**src/logic/pcb_pkg.sv**
```systemverilog
package pcb_pkg;

   // clock and timing
   localparam int CLK_PERIOD_NS   = 10;
   localparam int PHASE_TOL_NS    = 30;
   localparam int PHASE_TOL_CYC   = (PHASE_TOL_NS / CLK_PERIOD_NS < 1) ? 1 : PHASE_TOL_NS / CLK_PERIOD_NS;
   localparam int LOCK_LOSS_ERRS  = 4;
   localparam int LOCK_GAIN_GOOD  = 32;
   localparam int PARK_MAX_CYC    = 6;
   localparam int TEST_RST_EDGES  = 5;
   localparam int WDOG_REF_EDGES  = 64;
   localparam int SYNC_STAGES     = 2;

   // register offsets (byte addresses)
   localparam logic [11:0] REG_CTRL     = 12'h000;
   localparam logic [11:0] REG_STATUS   = 12'h004;
   localparam logic [11:0] REG_IRQ_STAT = 12'h008;
   localparam logic [11:0] REG_IRQ_MASK = 12'h00C;

   // ctrl fields
   localparam int CTRL_SW_OFF_LSB = 0;
   localparam logic [1:0] CTRL_RESET = 2'h0;

   // status fields
   localparam int ST_LOCK_BIT    = 0;
   localparam int ST_REF_BIT     = 1;
   localparam int ST_TEST_BIT    = 2;
   localparam int ST_RATIO_LSB   = 4;
   localparam int ST_BANK1_LSB   = 8;
   localparam int ST_BANK2_LSB   = 12;
   localparam int ST_FS_LSB      = 16;

   // interrupt fields
   localparam int IRQ_LOCK_GAIN  = 0;
   localparam int IRQ_LOCK_LOSS  = 1;
   localparam int IRQ_BANK1_OFF  = 2;
   localparam int IRQ_BANK2_OFF  = 3;
   localparam int IRQ_W          = 4;
   localparam logic [3:0] IRQ_MASK_RESET = 4'h0;

   // three-level pin decode, one-hot
   typedef enum logic [2:0] {
      LVL_LOW  = 3'b001,
      LVL_MID  = 3'b010,
      LVL_HIGH = 3'b100
   } pcb_lvl_t;

   // per-bank output state
   typedef enum logic [3:0] {
      BANK_RUN     = 4'b0001,
      BANK_PARKING = 4'b0010,
      BANK_PARKED  = 4'b0100,
      BANK_HIZ     = 4'b1000
   } pcb_bank_st_t;

   typedef enum logic [1:0] {
      LK_ACQUIRE = 2'b01,
      LK_LOCKED  = 2'b10
   } pcb_lock_st_t;

   // one output bank: four clock pins with their enables
   typedef struct packed {
      logic [3:0] q;
      logic [3:0] oe;
   } pcb_bank_pins_t;

   // feedback divide from the two selector levels
   function automatic logic [3:0] pcb_fb_ratio(input pcb_lvl_t s1, input pcb_lvl_t s0);
      logic [3:0] r;
      r = 4'h1;
      case (s1)
         LVL_LOW:  r = (s0 == LVL_LOW) ? 4'h1 : (s0 == LVL_MID) ? 4'h2 : 4'h3;
         LVL_MID:  r = (s0 == LVL_LOW) ? 4'h4 : (s0 == LVL_MID) ? 4'h5 : 4'h6;
         LVL_HIGH: r = (s0 == LVL_LOW) ? 4'h8 : (s0 == LVL_MID) ? 4'hA : 4'hC;
         default:  r = 4'h1;
      endcase
      return r;
   endfunction

endpackage

```
**src/logic/pcb_trilevel.sv**
```systemverilog
`timescale 1ns/1ps
// decodes one three-level strap from its two pad comparators
module pcb_trilevel
   import pcb_pkg::*;
(
   // clock and reset
   input  wire logic sys_clk,
   input  wire logic rst_n,
   // pad comparators
   input  wire logic above_hi,
   input  wire logic below_lo,
   // decoded level
   output pcb_lvl_t  level
);

   logic [SYNC_STAGES-1:0] hi_sync_ff;
   logic [SYNC_STAGES-1:0] lo_sync_ff;
   pcb_lvl_t               level_ff;
   pcb_lvl_t               nxt_level;

   // two-flop synchronisers; only the last stage is decoded
   always_ff @(posedge sys_clk or negedge rst_n)
   begin
      if (!rst_n)
      begin
         hi_sync_ff <= '0;
         lo_sync_ff <= '0;
      end
      else
      begin
         hi_sync_ff <= {hi_sync_ff[SYNC_STAGES-2:0], above_hi};
         lo_sync_ff <= {lo_sync_ff[SYNC_STAGES-2:0], below_lo};
      end
   end

   // neither comparator tripped means the pad floats at mid-supply
   always_comb
   begin
      if (hi_sync_ff[SYNC_STAGES-1] && !lo_sync_ff[SYNC_STAGES-1])
         nxt_level = LVL_HIGH;                                    // [RULE11]
      else if (lo_sync_ff[SYNC_STAGES-1] && !hi_sync_ff[SYNC_STAGES-1])
         nxt_level = LVL_LOW;                                     // [RULE11]
      else
         nxt_level = LVL_MID;                                     // [RULE11]
   end

   // open pad reads as mid until the first samples arrive
   always_ff @(posedge sys_clk or negedge rst_n)
   begin
      if (!rst_n)
         level_ff <= LVL_MID;
      else
         level_ff <= nxt_level;
   end

   assign level = level_ff;

endmodule

```
**src/logic/pcb_clock_ctrl.sv**
```systemverilog
`timescale 1ns/1ps
// Overview of operation
// RULE1: chooser low picks first pair, high second
// RULE2: unconnected chooser reads low, first pair
// RULE3: each bank-off input stops its own bank
// RULE4: bank-off low keeps bank outputs toggling
// RULE5: unconnected bank-off reads low, bank runs
// RULE6: settled flag high when locked, else low
// RULE7: style selector high: disabled bank floats
// RULE8: style selector low: disabled bank parks low
// RULE9: style selector mid enters factory test
// RULE10: two selectors set feedback output divide
// RULE11: three-level pins decode high, low, open-mid
// RULE12: board straps range selector to band
// RULE13: park low on falling edge; float at once
// RULE14: four errored feedback cycles drop settled flag
// RULE15: 32 clean feedback cycles raise settled flag
// RULE16: nine feedback ratios; banks always divide one
// RULE17: bank-off inputs synchronised before stop logic
module pcb_clock_ctrl
   import pcb_pkg::*;
#(
   parameter int LOSS_ERRS = LOCK_LOSS_ERRS,
   parameter int GAIN_GOOD = LOCK_GAIN_GOOD,
   parameter int WDOG_REFS = WDOG_REF_EDGES
)
(
   // clock and reset
   input  wire logic        sys_clk,
   input  wire logic        rst_n,
   // apb slave
   input  wire logic        psel,
   input  wire logic        penable,
   input  wire logic        pwrite,
   input  wire logic [11:0] paddr,
   input  wire logic [31:0] pwdata,
   output logic      [31:0] prdata,
   output logic             pready,
   output logic             pslverr,
   // reference and loop pins
   input  wire logic [1:0]  first_ref_pair,
   input  wire logic [1:0]  second_ref_pair,
   input  wire logic        ref_chooser,
   input  wire logic        feedback_clock_in,
   input  wire logic        vco_clk_in,
   // three-level straps as pad comparator pairs: fs, fbds0, fbds1, output mode
   input  wire logic [3:0]  strap_above_hi,
   input  wire logic [3:0]  strap_below_lo,
   // bank control pins
   input  wire logic [1:0]  bank_off_inputs,
   // clock outputs
   output pcb_bank_pins_t   bank1_pins,
   output pcb_bank_pins_t   bank2_pins,
   output logic      [1:0]  feedback_clock_outputs,
   output logic      [1:0]  feedback_clock_oe,
   output logic             pll_ref_clk,
   // status
   output logic             settled,
   output logic             irq
);

   localparam int NPIN = 6;

   pcb_lvl_t            strap_lvl [4];
   logic [NPIN-1:0]     pin_s1_ff;
   logic [NPIN-1:0]     pin_s2_ff;
   logic                ref_sel;
   logic                ref_lvl;
   logic                fb_lvl;
   logic                vco_lvl;
   logic [1:0]          off_sync;
   logic                ref_d_ff;
   logic                fb_d_ff;
   logic                vco_d_ff;
   logic                ref_rise;
   logic                fb_rise;
   logic                vco_rise;
   logic                test_mode;
   logic                test_hold;
   logic [3:0]          ratio;
   logic [3:0]          div_cnt_ff;
   logic                fb_div_ff;
   logic                pll_lvl;
   logic [1:0]          ctrl_ff;
   logic [IRQ_W-1:0]    irq_stat_ff;
   logic [IRQ_W-1:0]    irq_mask_ff;
   logic [IRQ_W-1:0]    irq_evt;
   logic [31:0]         prdata_ff;
   logic                pslverr_ff;
   logic                wr_acc;
   logic                addr_ok;
   logic [31:0]         status_word;
   pcb_lock_st_t        lock_st_ff;
   logic [7:0]          since_ref_ff;
   logic [7:0]          err_run_ff;
   logic [7:0]          ok_run_ff;
   logic [7:0]          wdog_ff;
   logic [2:0]          test_edges_ff;
   logic                phase_err;
   pcb_bank_st_t        bank_st_ff [2];
   logic [3:0]          bank_q_ff [2];
   logic [1:0]          parked_evt;

   // straps: fs, fbds0, fbds1, output mode
   genvar gi;
   generate
      for (gi = 0; gi < 4; gi++)
      begin : g_strap
         pcb_trilevel u_lvl
         (
            .sys_clk  (sys_clk),
            .rst_n    (rst_n),
            .above_hi (strap_above_hi[gi]),
            .below_lo (strap_below_lo[gi]),
            .level    (strap_lvl[gi])
         );
      end
   endgenerate

   // two-flop synchronisers on all digital pins; reset low models the pad pull-downs
   always_ff @(posedge sys_clk or negedge rst_n)
   begin
      if (!rst_n)
      begin
         pin_s1_ff <= '0;                                         // [RULE2] [RULE5]
         pin_s2_ff <= '0;
      end
      else
      begin
         pin_s1_ff <= {bank_off_inputs, ref_chooser, second_ref_pair[1], feedback_clock_in, vco_clk_in};
         pin_s2_ff <= pin_s1_ff;
      end
   end

   assign vco_lvl  = pin_s2_ff[0];
   assign fb_lvl   = pin_s2_ff[1];
   assign ref_sel  = pin_s2_ff[3];
   assign off_sync = pin_s2_ff[5:4] | ctrl_ff;                    // [RULE17]

   // reference pair choice, true side of the selected pair
   logic ref_a_s1_ff;
   logic ref_a_s2_ff;
   always_ff @(posedge sys_clk or negedge rst_n)
   begin
      if (!rst_n)
      begin
         ref_a_s1_ff <= 1'b0;
         ref_a_s2_ff <= 1'b0;
      end
      else
      begin
         ref_a_s1_ff <= first_ref_pair[1];
         ref_a_s2_ff <= ref_a_s1_ff;
      end
   end
   assign ref_lvl     = ref_sel ? pin_s2_ff[2] : ref_a_s2_ff;     // [RULE1]
   assign pll_ref_clk = ref_lvl;

   // edge detection on synchronised levels only
   always_ff @(posedge sys_clk or negedge rst_n)
   begin
      if (!rst_n)
      begin
         ref_d_ff <= 1'b0;
         fb_d_ff  <= 1'b0;
         vco_d_ff <= 1'b0;
      end
      else
      begin
         ref_d_ff <= ref_lvl;
         fb_d_ff  <= fb_lvl;
         vco_d_ff <= pll_lvl;
      end
   end
   assign ref_rise = ref_lvl & ~ref_d_ff;
   assign fb_rise  = fb_lvl & ~fb_d_ff;
   assign vco_rise = pll_lvl & ~vco_d_ff;

   // mid on the style selector bypasses the loop with the reference level
   assign test_mode = (strap_lvl[3] == LVL_MID);                  // [RULE9]
   assign pll_lvl   = test_mode ? ref_lvl : vco_lvl;
   assign test_hold = test_mode & off_sync[1];

   // test reset: five reference edges with bank 2 off park the divider and lock counters
   always_ff @(posedge sys_clk or negedge rst_n)
   begin
      if (!rst_n)
         test_edges_ff <= 3'h0;
      else if (!test_hold)
         test_edges_ff <= 3'h0;
      else if (ref_rise && test_edges_ff != 3'(TEST_RST_EDGES))
         test_edges_ff <= test_edges_ff + 3'h1;
   end

   // feedback divider; banks themselves always run undivided
   assign ratio = pcb_fb_ratio(strap_lvl[2], strap_lvl[1]);       // [RULE10] [RULE16]
   always_ff @(posedge sys_clk or negedge rst_n)
   begin
      if (!rst_n)
      begin
         div_cnt_ff <= 4'h0;
         fb_div_ff  <= 1'b0;
      end
      else if (test_edges_ff == 3'(TEST_RST_EDGES))
      begin
         div_cnt_ff <= 4'h0;
         fb_div_ff  <= 1'b0;
      end
      else if (ratio == 4'h1)
         fb_div_ff <= pll_lvl;                                    // [RULE16]
      else if (vco_rise)
      begin
         div_cnt_ff <= (div_cnt_ff >= ratio - 4'h1) ? 4'h0 : div_cnt_ff + 4'h1;
         fb_div_ff  <= (div_cnt_ff >= ratio - 4'h1) || (div_cnt_ff < (ratio >> 1) - 4'h1) ||
                       (ratio == 4'h2 && div_cnt_ff == 4'h1) ? 1'b1 : 1'b0;
      end
   end
   assign feedback_clock_outputs = {fb_div_ff, fb_div_ff};
   assign feedback_clock_oe      = {2{~test_hold}};

   // phase check: a feedback edge far from the last reference edge is an error
   always_ff @(posedge sys_clk or negedge rst_n)
   begin
      if (!rst_n)
         since_ref_ff <= 8'hFF;
      else if (ref_rise)
         since_ref_ff <= 8'h0;
      else if (since_ref_ff != 8'hFF)
         since_ref_ff <= since_ref_ff + 8'h1;
   end
   assign phase_err = (since_ref_ff > 8'(PHASE_TOL_CYC)) && !ref_rise;

   // lock detector with feedback watchdog counted in reference edges
   always_ff @(posedge sys_clk or negedge rst_n)
   begin
      if (!rst_n)
      begin
         lock_st_ff <= LK_ACQUIRE;
         err_run_ff <= 8'h0;
         ok_run_ff  <= 8'h0;
         wdog_ff    <= 8'h0;
      end
      else if (test_edges_ff == 3'(TEST_RST_EDGES))
      begin
         lock_st_ff <= LK_ACQUIRE;
         err_run_ff <= 8'h0;
         ok_run_ff  <= 8'h0;
         wdog_ff    <= 8'h0;
      end
      else
      begin
         if (fb_rise)
            wdog_ff <= 8'h0;
         else if (ref_rise && wdog_ff != 8'(WDOG_REFS))
            wdog_ff <= wdog_ff + 8'h1;
         case (lock_st_ff)
            LK_ACQUIRE:
            begin
               if (fb_rise)
               begin
                  ok_run_ff <= phase_err ? 8'h0 : ok_run_ff + 8'h1;
                  if (!phase_err && ok_run_ff == 8'(GAIN_GOOD - 1))
                  begin
                     lock_st_ff <= LK_LOCKED;                     // [RULE15]
                     err_run_ff <= 8'h0;
                  end
               end
            end
            LK_LOCKED:
            begin
               if (wdog_ff == 8'(WDOG_REFS))
               begin
                  lock_st_ff <= LK_ACQUIRE;
                  ok_run_ff  <= 8'h0;
               end
               else if (fb_rise)
               begin
                  err_run_ff <= phase_err ? err_run_ff + 8'h1 : 8'h0;
                  if (phase_err && err_run_ff == 8'(LOSS_ERRS - 1))
                  begin
                     lock_st_ff <= LK_ACQUIRE;                    // [RULE14]
                     ok_run_ff  <= 8'h0;
                  end
               end
            end
            default:
               lock_st_ff <= LK_ACQUIRE;
         endcase
      end
   end
   assign settled = (lock_st_ff == LK_LOCKED);                    // [RULE6]

   // per-bank stop logic; parking waits for the clock to be low so no pulse is cut
   generate
      for (gi = 0; gi < 2; gi++)
      begin : g_bank
         always_ff @(posedge sys_clk or negedge rst_n)
         begin
            if (!rst_n)
            begin
               bank_st_ff[gi] <= BANK_RUN;
               bank_q_ff[gi]  <= 4'h0;
            end
            else
            begin
               case (bank_st_ff[gi])
                  BANK_RUN:
                  begin
                     bank_q_ff[gi] <= {4{pll_lvl}};               // [RULE4] [RULE16]
                     if (off_sync[gi] && !test_mode && strap_lvl[3] == LVL_HIGH)
                        bank_st_ff[gi] <= BANK_HIZ;               // [RULE3] [RULE7]
                     else if (off_sync[gi] && !test_mode)
                        bank_st_ff[gi] <= BANK_PARKING;           // [RULE3] [RULE8]
                  end
                  BANK_PARKING:
                  begin
                     if (!pll_lvl)
                     begin
                        bank_q_ff[gi]  <= 4'h0;                   // [RULE13]
                        bank_st_ff[gi] <= BANK_PARKED;
                     end
                     else
                        bank_q_ff[gi] <= 4'hF;
                  end
                  BANK_PARKED:
                  begin
                     bank_q_ff[gi] <= 4'h0;
                     if (!off_sync[gi] || test_mode)
                        bank_st_ff[gi] <= BANK_RUN;
                  end
                  BANK_HIZ:
                  begin
                     bank_q_ff[gi] <= {4{pll_lvl}};
                     if (!off_sync[gi] || test_mode)
                        bank_st_ff[gi] <= BANK_RUN;
                  end
                  default:
                     bank_st_ff[gi] <= BANK_RUN;
               endcase
            end
         end
         assign parked_evt[gi] = (bank_st_ff[gi] == BANK_PARKING) && !pll_lvl;
      end
   endgenerate

   // float at once when style is high; bank 2 off in test mode floats both banks and the feedback pair
   always_comb
   begin
      bank1_pins.q  = bank_q_ff[0];
      bank2_pins.q  = bank_q_ff[1];
      bank1_pins.oe = {4{bank_st_ff[0] != BANK_HIZ && !test_hold}};  // [RULE7] [RULE13]
      bank2_pins.oe = {4{bank_st_ff[1] != BANK_HIZ && !test_hold}};
   end

   // apb: zero wait states, read data captured in the setup cycle
   assign wr_acc  = psel & penable & pwrite;
   assign addr_ok = (paddr == REG_CTRL) || (paddr == REG_STATUS) || (paddr == REG_IRQ_STAT) ||
                    (paddr == REG_IRQ_MASK);
   assign pready  = 1'b1;
   assign prdata  = prdata_ff;
   assign pslverr = pslverr_ff & psel & penable;

   assign status_word = {12'h0, strap_lvl[0], 1'b0, bank_st_ff[1], bank_st_ff[0], ratio,
                         1'b0, test_mode, ref_sel, settled};

   always_ff @(posedge sys_clk or negedge rst_n)
   begin
      if (!rst_n)
      begin
         prdata_ff  <= 32'h0;
         pslverr_ff <= 1'b0;
      end
      else if (psel && !penable)
      begin
         pslverr_ff <= !addr_ok;
         if (paddr == REG_CTRL)
            prdata_ff <= {30'h0, ctrl_ff};
         else if (paddr == REG_STATUS)
            prdata_ff <= status_word;
         else if (paddr == REG_IRQ_STAT)
            prdata_ff <= {28'h0, irq_stat_ff};
         else if (paddr == REG_IRQ_MASK)
            prdata_ff <= {28'h0, irq_mask_ff};
         else
            prdata_ff <= 32'h0;
      end
   end

   // software bank-off bits act like the pins, through the same stop logic
   always_ff @(posedge sys_clk or negedge rst_n)
   begin
      if (!rst_n)
      begin
         ctrl_ff     <= CTRL_RESET;
         irq_mask_ff <= IRQ_MASK_RESET;
      end
      else if (wr_acc)
      begin
         if (paddr == REG_CTRL)
            ctrl_ff <= pwdata[CTRL_SW_OFF_LSB +: 2];
         else if (paddr == REG_IRQ_MASK)
            irq_mask_ff <= pwdata[IRQ_W-1:0];
      end
   end

   // sticky events; a new event wins over a write-one clear in the same cycle
   logic lock_d_ff;
   always_ff @(posedge sys_clk or negedge rst_n)
   begin
      if (!rst_n)
         lock_d_ff <= 1'b0;
      else
         lock_d_ff <= settled;
   end
   assign irq_evt = {parked_evt, ~settled & lock_d_ff, settled & ~lock_d_ff};

   always_ff @(posedge sys_clk or negedge rst_n)
   begin
      if (!rst_n)
         irq_stat_ff <= '0;
      else if (wr_acc && paddr == REG_IRQ_STAT)
         irq_stat_ff <= (irq_stat_ff & ~pwdata[IRQ_W-1:0]) | irq_evt;
      else
         irq_stat_ff <= irq_stat_ff | irq_evt;
   end
   assign irq = |(irq_stat_ff & irq_mask_ff);

endmodule

```
**config.mk**
```make
export PLATFORM = sky130hd
export DESIGN_NAME = pcb_clock_ctrl
export DESIGN_NICKNAME = d
export VERILOG_FILES = /design/src/logic/pcb_pkg.sv /design/src/logic/pcb_trilevel.sv /design/src/logic/pcb_clock_ctrl.sv
export SDC_FILE = /design/constraint.sdc
export NUM_CORES = 1
export LEC_CHECK = 0
export ABC_AREA = 1
export BUFFER_PORTS_ARGS = -buffer_cell sky130_fd_sc_hd__clkbuf_2
export CORE_MARGIN = 2
export CORE_UTILIZATION = 25
export CTS_CLUSTER_DIAMETER = 80
export CTS_CLUSTER_SIZE = 10
export DETAILED_ROUTE_END_ITERATION = 16
export GPL_ROUTABILITY_DRIVEN = 1
export HOLD_SLACK_MARGIN = 0.02
export PLACE_DENSITY = 0.44
export SETUP_SLACK_MARGIN = 0.5
export SLEW_MARGIN = 20
export SYNTH_ARGS = -nofsm -noshare
export SYNTH_HDL_FRONTEND = slang
export SYNTH_HIERARCHICAL = 1
export SYNTH_SLANG_ARGS = --single-unit
```
**constraint.sdc**
```tcl
create_clock -name sys_clk -period 3.05 [get_ports sys_clk]
set_input_delay 0.305 -clock sys_clk [delete_from_list [all_inputs] [get_ports sys_clk]]
set_output_delay 0.305 -clock sys_clk [all_outputs]
set_load 0.1 [all_outputs]
```
* Yosys cells after proc, flatten, opt, wreduce, memory -nomap -nowiden
Index checks and enable logic that the tools add are counted.
** Storage, ports and cells
- Flip-flop bits (word level) :: 147
- Input bits :: 66
- Output and inout bits :: 57
- Logic and storage cells :: 256
** Operators by class
- $add $sub $neg :: 8
- Magnitude comparators :: 3
- Eq/ne operators :: 46
- Mux-type cells :: 70
- Bitwise logic cells :: 23
- Reduce and logical (&&, ||, !) cells :: 69
** Operator list (count)
- $mux W8 :: 17
- $mux W32 :: 3
- $pmux W4 S3 :: 5
- $mux W4 :: 14
- $add A8 B1 Y8 const B :: 4
- $pmux W8 S2 :: 2
- $mux W2 :: 13
- $eq A12 B4 Y1 const B :: 2
- $logic_and A1 B1 Y1 :: 24
- $mux W3 :: 8
- $ne A3 B3 Y1 const B :: 6
- $logic_not A1 Y1 :: 17
- $eq A4 B1 Y1 const B :: 4
- $reduce_bool A3 Y1 :: 5
- $eq A12 B3 Y1 const B :: 1
- $eq A4 B2 Y1 const B :: 3
- $logic_not A12 Y1 :: 1
- $and A1 B1 Y1 :: 10
- $eq A3 B2 Y1 const B :: 3
- $eq A3 B3 Y1 const B :: 3
- $reduce_and A3 Y1 :: 3
- $and A4 B4 Y4 :: 2
- $eq A4 B3 Y1 const B :: 2
- $eq A4 B4 Y1 const B :: 2
- other kinds (33) :: 65

* Logic depth before layout (Yosys ltp)
- Depth in word-level cells :: 12
- Mapped depth :: 17
- Gate-level depth less buffers :: 17

* Modules after synthesis
The synthesis kept the hierarchy.
** Modules (own cells, without submodules)
- pcb_clock_ctrl :: instances 1, cells each 653, area an instance 5534.1 um^2, seq. area each 2516.2 um^2
- pcb_trilevel :: instances 4, cells each 11, area an instance 209.0 um^2, seq. area each 176.4 um^2

* Worst setup path before layout
OpenSTA, ideal clock, no wires.
- Path kind :: register to output
- Start :: register ctrl_ff[1]
- End :: output bank1_pins[1] (netlist bit)
- Data arrival time :: 2.864 ns
- Required time :: 2.745 ns
- Path slack :: -0.119 ns
- Cell stages (with the launch flop) :: 5
- Buffers on the path :: 1
- Cell sequence :: dfrtp_1 > nor2_1 > nor2_1 > a31oi_1 > buf_4
** RTL lines
- start: declaration :: RTL line pcb_clock_ctrl.sv:84 : logic [1:0] ctrl_ff;
- start signal: assignment :: RTL line pcb_clock_ctrl.sv:400 : ctrl_ff <= pwdata[CTRL_SW_OFF_LSB +: 2];
- end: declaration :: RTL line pcb_clock_ctrl.sv:52 : output pcb_bank_pins_t bank1_pins,

* Worst setup path after layout
- Start :: register g_strap[1].u_lvl.level_ff[1]
- End :: register div_cnt_ff[1]
** On the way
- Cells in the longest elaborated chain, start to end :: 10
- Elaborated cells on any way between the ends :: 18
- Those cells by class :: add/sub: 1; order compare: 1; eq/ne: 4; mux: 11; reduce/logical: 1
** Ends and longest elaborated chain
- start: declaration :: RTL line pcb_trilevel.sv:18 : pcb_lvl_t level_ff;
- start signal: assignment :: RTL line pcb_trilevel.sv:53 : level_ff <= nxt_level;
- $eq A3 B2 Y1 :: RTL line pcb_pkg.sv:72, pcb_pkg.sv:73, pcb_pkg.sv:74
- $mux W2 (tied with other cells) (2 in a row) :: RTL line pcb_pkg.sv:73 : LVL_MID: r = (s0 == LVL_LOW) ? 4'h4 : (s0 == LVL_MID) ? 4'h5 : 4'h6;
- $pmux W4 S3 (*) :: RTL line pcb_pkg.sv:71 : case (s1)
- $sub A4 B1 Y4 :: RTL line pcb_clock_ctrl.sv:213 : div_cnt_ff <= (div_cnt_ff >= ratio - 4'h1) ? 4'h0 : div_cnt_ff + 4'h1;
- $ge A4 B4 Y1 :: RTL line pcb_clock_ctrl.sv:213
- $mux W4 :: RTL line pcb_clock_ctrl.sv:213
- $mux W4 :: RTL line pcb_clock_ctrl.sv:211 : else if (vco_rise)
- $mux W4 :: RTL line pcb_clock_ctrl.sv:209 : else if (ratio == 4'h1)
- $mux W4 :: RTL line pcb_clock_ctrl.sv:204 : else if (test_edges_ff == 3'(TEST_RST_EDGES))
- end signal: assignment :: RTL line pcb_clock_ctrl.sv:213
- end: declaration :: RTL line pcb_clock_ctrl.sv:81 : logic [3:0] div_cnt_ff;
Mark *: on every way between the ends. The rest lies on a longest branch, timed or not. The select of a mux whose other input is x is not followed.
A chain may end at the register's enable or synchronous reset.

==> metrics.yaml <==
placement:
  post-dp-hpwl_um: 9880
  finalWeightedCongestion: 0.759
  dpl_cell_area_mm2: 0.00703
  io_buffers: 78
finish:
  layout-drive-gt1-share: 0.237
  mostFrequentLayoutCells: "nand2_1 (119), dfrtp_1 (113), inv_1 (79), clkbuf_2 (69), nand3_1 (44)"
  nets: 895
  layout_commonest_cell: "nand2_1"
  nFillCells: 2653
  insertedDiodeCount: 0
  syn2layout_area_growth_pct: 23.9
  final_area_mm2: 0.00789
detailed_routing:
  avgRoutedWirePerCell_um: 12.2
  num_vias: 4824
  vias_per_cell: 4.23
  drt-total-wl_um: 14000
  drt.antenna.violating_nets: 0
  remaining_drc_errors: 0
  dr.pass1.iters: 6
  first_iter_violations: 205
floorplan:
  dieHeight_um: 164
  die_area_mm2: 0.0268
  io_pins: 123
  core_mm2: 0.0251
  die_x_um: 164
  rows: 58
  start_util: 0.254
hold_path:
  hold_class: "primary input to flop"
clock_tree:
  worst_skew_pair.late_latency_ns: 0.41
  cts_buffer_depth: 2
  path_clk_slew_ns: 0.06
  cts.sinks: 128
  cts_tree: "built"
  cts-root-buf: "clkbuf_16"
  cts_buffers: 17
  htree_levels: 4
synthesis:
  synthCells: 697
  yosys_warnings: 6
  syn_avg_cell_area_um2: 9.14
  syn-cell-area_mm2: 0.00637
  synth_top_area_cell: "dfrtp_1"
  ys_ff_latch: 128
  synthTopCellsByArea: "dfrtp_1 (44%), nand2_1 (7.2%), dfstp_2 (6.2%)"
  yosysUniqueCellTypes: 49
  synthArstFlopShare: 1.00
  ys.flop_type: "dfrtp_1"
  synth_edf_count: 0
  ys_seq_area_frac: 0.506
  synth.top_cell.area_share: 0.444
sta:
  period_minus_slack_ns: 2.47
  timing.hold.ws_ns: 0.208
  period_share: 0.809
  max_slew.worst_pin.slew_ns: 0.650
  fmax_mhz: 405
  maxSlewHeadroom: 0.566
  hold_violations: 0
  rsz0062_at_grt: "yes"
  skew_ns: 0.00998
  slew_violations: 0
  setup_viol: 0
critical_path:
  critPathKind: "flop to flop"
  cp_max_fo: 3
  cp-end-kind: "flop"
  worst_setup_path_start_kind: "flop"
  cp_data_required_time_ns: 3.38
  critPathArrivalTime_ns: 2.79
grt:
  overflow: 0
  grt_max_degree: 67
  antenna_found_initial: 1
  grt_pass1_vias: 4706
  grt_pass1_wl_um: 23500
  track_usage: 0.110
run_status:
  status: "finished, final reports clean"
run:
  maxCapViolations: 0
power:
  power.total_mw: 6.10
  ir_drop_v: 0.000960
  powerDensity_mw_per_mm2: 773
  p_leak_nw: 3.81
[sequential cells by signal, indices dropped and copies added, names as in the netlist, 2 cells and up]
| name | count |
|---|---|
| err_run_ff | 8 |
| pin_s2_ff | 6 |
| g_strap.u_lvl/level | 12 |
| g_strap.u_lvl/hi_sync_ff | 8 |
| div_cnt_ff | 4 |
| irq_mask_ff | 4 |
| irq_stat_ff | 4 |
| prdata | 19 |
| ctrl_ff | 2 |
| g_strap.u_lvl/lo_sync_ff | 8 |
| since_ref_ff | 8 |
| bank_st_ff | 8 |
| wdog_ff | 8 |
| pin_s1_ff | 6 |
| ok_run_ff | 8 |
| test_edges_ff | 3 |
| lock_st_ff | 2 |
[cells in the mapped netlist, types with 15 or more instances]
master	number
a21oi_1	15
buf_4	31
dfrtp_1	113
dfstp_2	15
ha_1	31
inv_1	82
inv_2	16
nand2_1	122
nand3_1	47
nor2_1	45
nor3_1	17
o21ai_0	17
o21ai_1	38
[logic make-up after synthesis]
family                     after synthesis  synth area share
other                                    2           0.00118
DFF                                    128             0.506
and+or+nand+nor                        280             0.213
AOI/OAI and AO/OA                      108             0.101
xor gates and xnor gates                12            0.0165
adders and majority gates               31            0.0609
buffers and inverters                  136             0.101
[final timing paths]
kind | cells past startpoint | startpoint | slack, ns | endpoint
setup / recovery | 13 | g_strap[1].u_lvl/level[1]$_DFF_PN1_ | 0.58 | div_cnt_ff[1]$_DFFE_PN0P_
hold / removal | 4 | pwdata[3] | 0.21 | irq_stat_ff[3]$_DFF_PN0_
setup reg to reg | 13 | g_strap[1].u_lvl/level[1]$_DFF_PN1_ | 0.58 | div_cnt_ff[1]$_DFFE_PN0P_
hold reg to reg | 0 | g_strap[0].u_lvl/lo_sync_ff[0]$_DFF_PN0_ | 0.34 | g_strap[0].u_lvl/lo_sync_ff[1]$_DFF_PN0_
max in group asynchronous | 3 | rst_n | 1.87 | test_edges_ff[2]$_DFFE_PN0P_
min in group asynchronous | 2 | rst_n | 0.46 | g_strap[1].u_lvl/lo_sync_ff[0]$_DFF_PN0_
[stage by stage]
step	util	cells	TNS, ns	setup slack [ns]
floorplan	-	709	-0.712	-0.119
global placement	0.280	1088	0	0.361
detailed placement	0.280	1088	0	0.363
CTS	0.310	1138	0	0.508
global route	0.314	1141	0	0.379
finish	0.314	1141	0	0.582
[repair_timing]
item,CTS,global route
setup buffers,2,3
hold buffers,16,0
endpoints found under the hold margin,69,0
gates resized for setup,6,29
pin swaps,3,9
cloned,0,0
endpoints found under the setup margin,5,15
[critical path, stage by stage, from the launching register on]
cell and delay, ns:
dfstp_2 0.54, nand3_1 0.16, a31oi_2 0.27, buf_4 0.18, ha_1 0.14, nand2_1 0.05
nand3_1 0.06, o21a_1 0.17, ha_4 0.22, a21oi_2 0.14, nand3_2 0.12, nor2_4 0.14
nand2_2 0.08, o22ai_1 0.12
[layer usage]
layer | wire length (µm) | track usage | up-vias | share of wire
met5 | 0 | 0 | - | 0
met4 | 126 | 0.0311 | 0 | 0.0090
met3 | 590 | 0.0292 | 9 | 0.042
met2 | 6330 | 0.176 | 89 | 0.45
met1 | 6920 | 0.148 | 2260 | 0.50
li1 | - | - | 2466 | -
[cell type report]
class                           instances  area [µm²]  area share
Multi-Input combinational cell        445        2650       0.336
Inverter                               99         374      0.0474
Clock buffer                           27         503      0.0637
Timing Repair Buffer                  107         674      0.0854
Tap cell                              330         413      0.0523
Sequential cell                       128        3220       0.408
Clock inverter                          5        56.3     0.00713
[report_power, final]
group / internal [mW] / total [mW] / switching, mW
logic: 0.512 / 2.05 / 1.54
clock network: 1.21 / 1.94 / 0.733
registers: 1.93 / 2.11 / 0.182
total: 3.65 / 6.10 / 2.45
(Power assumes the default switching activity.)
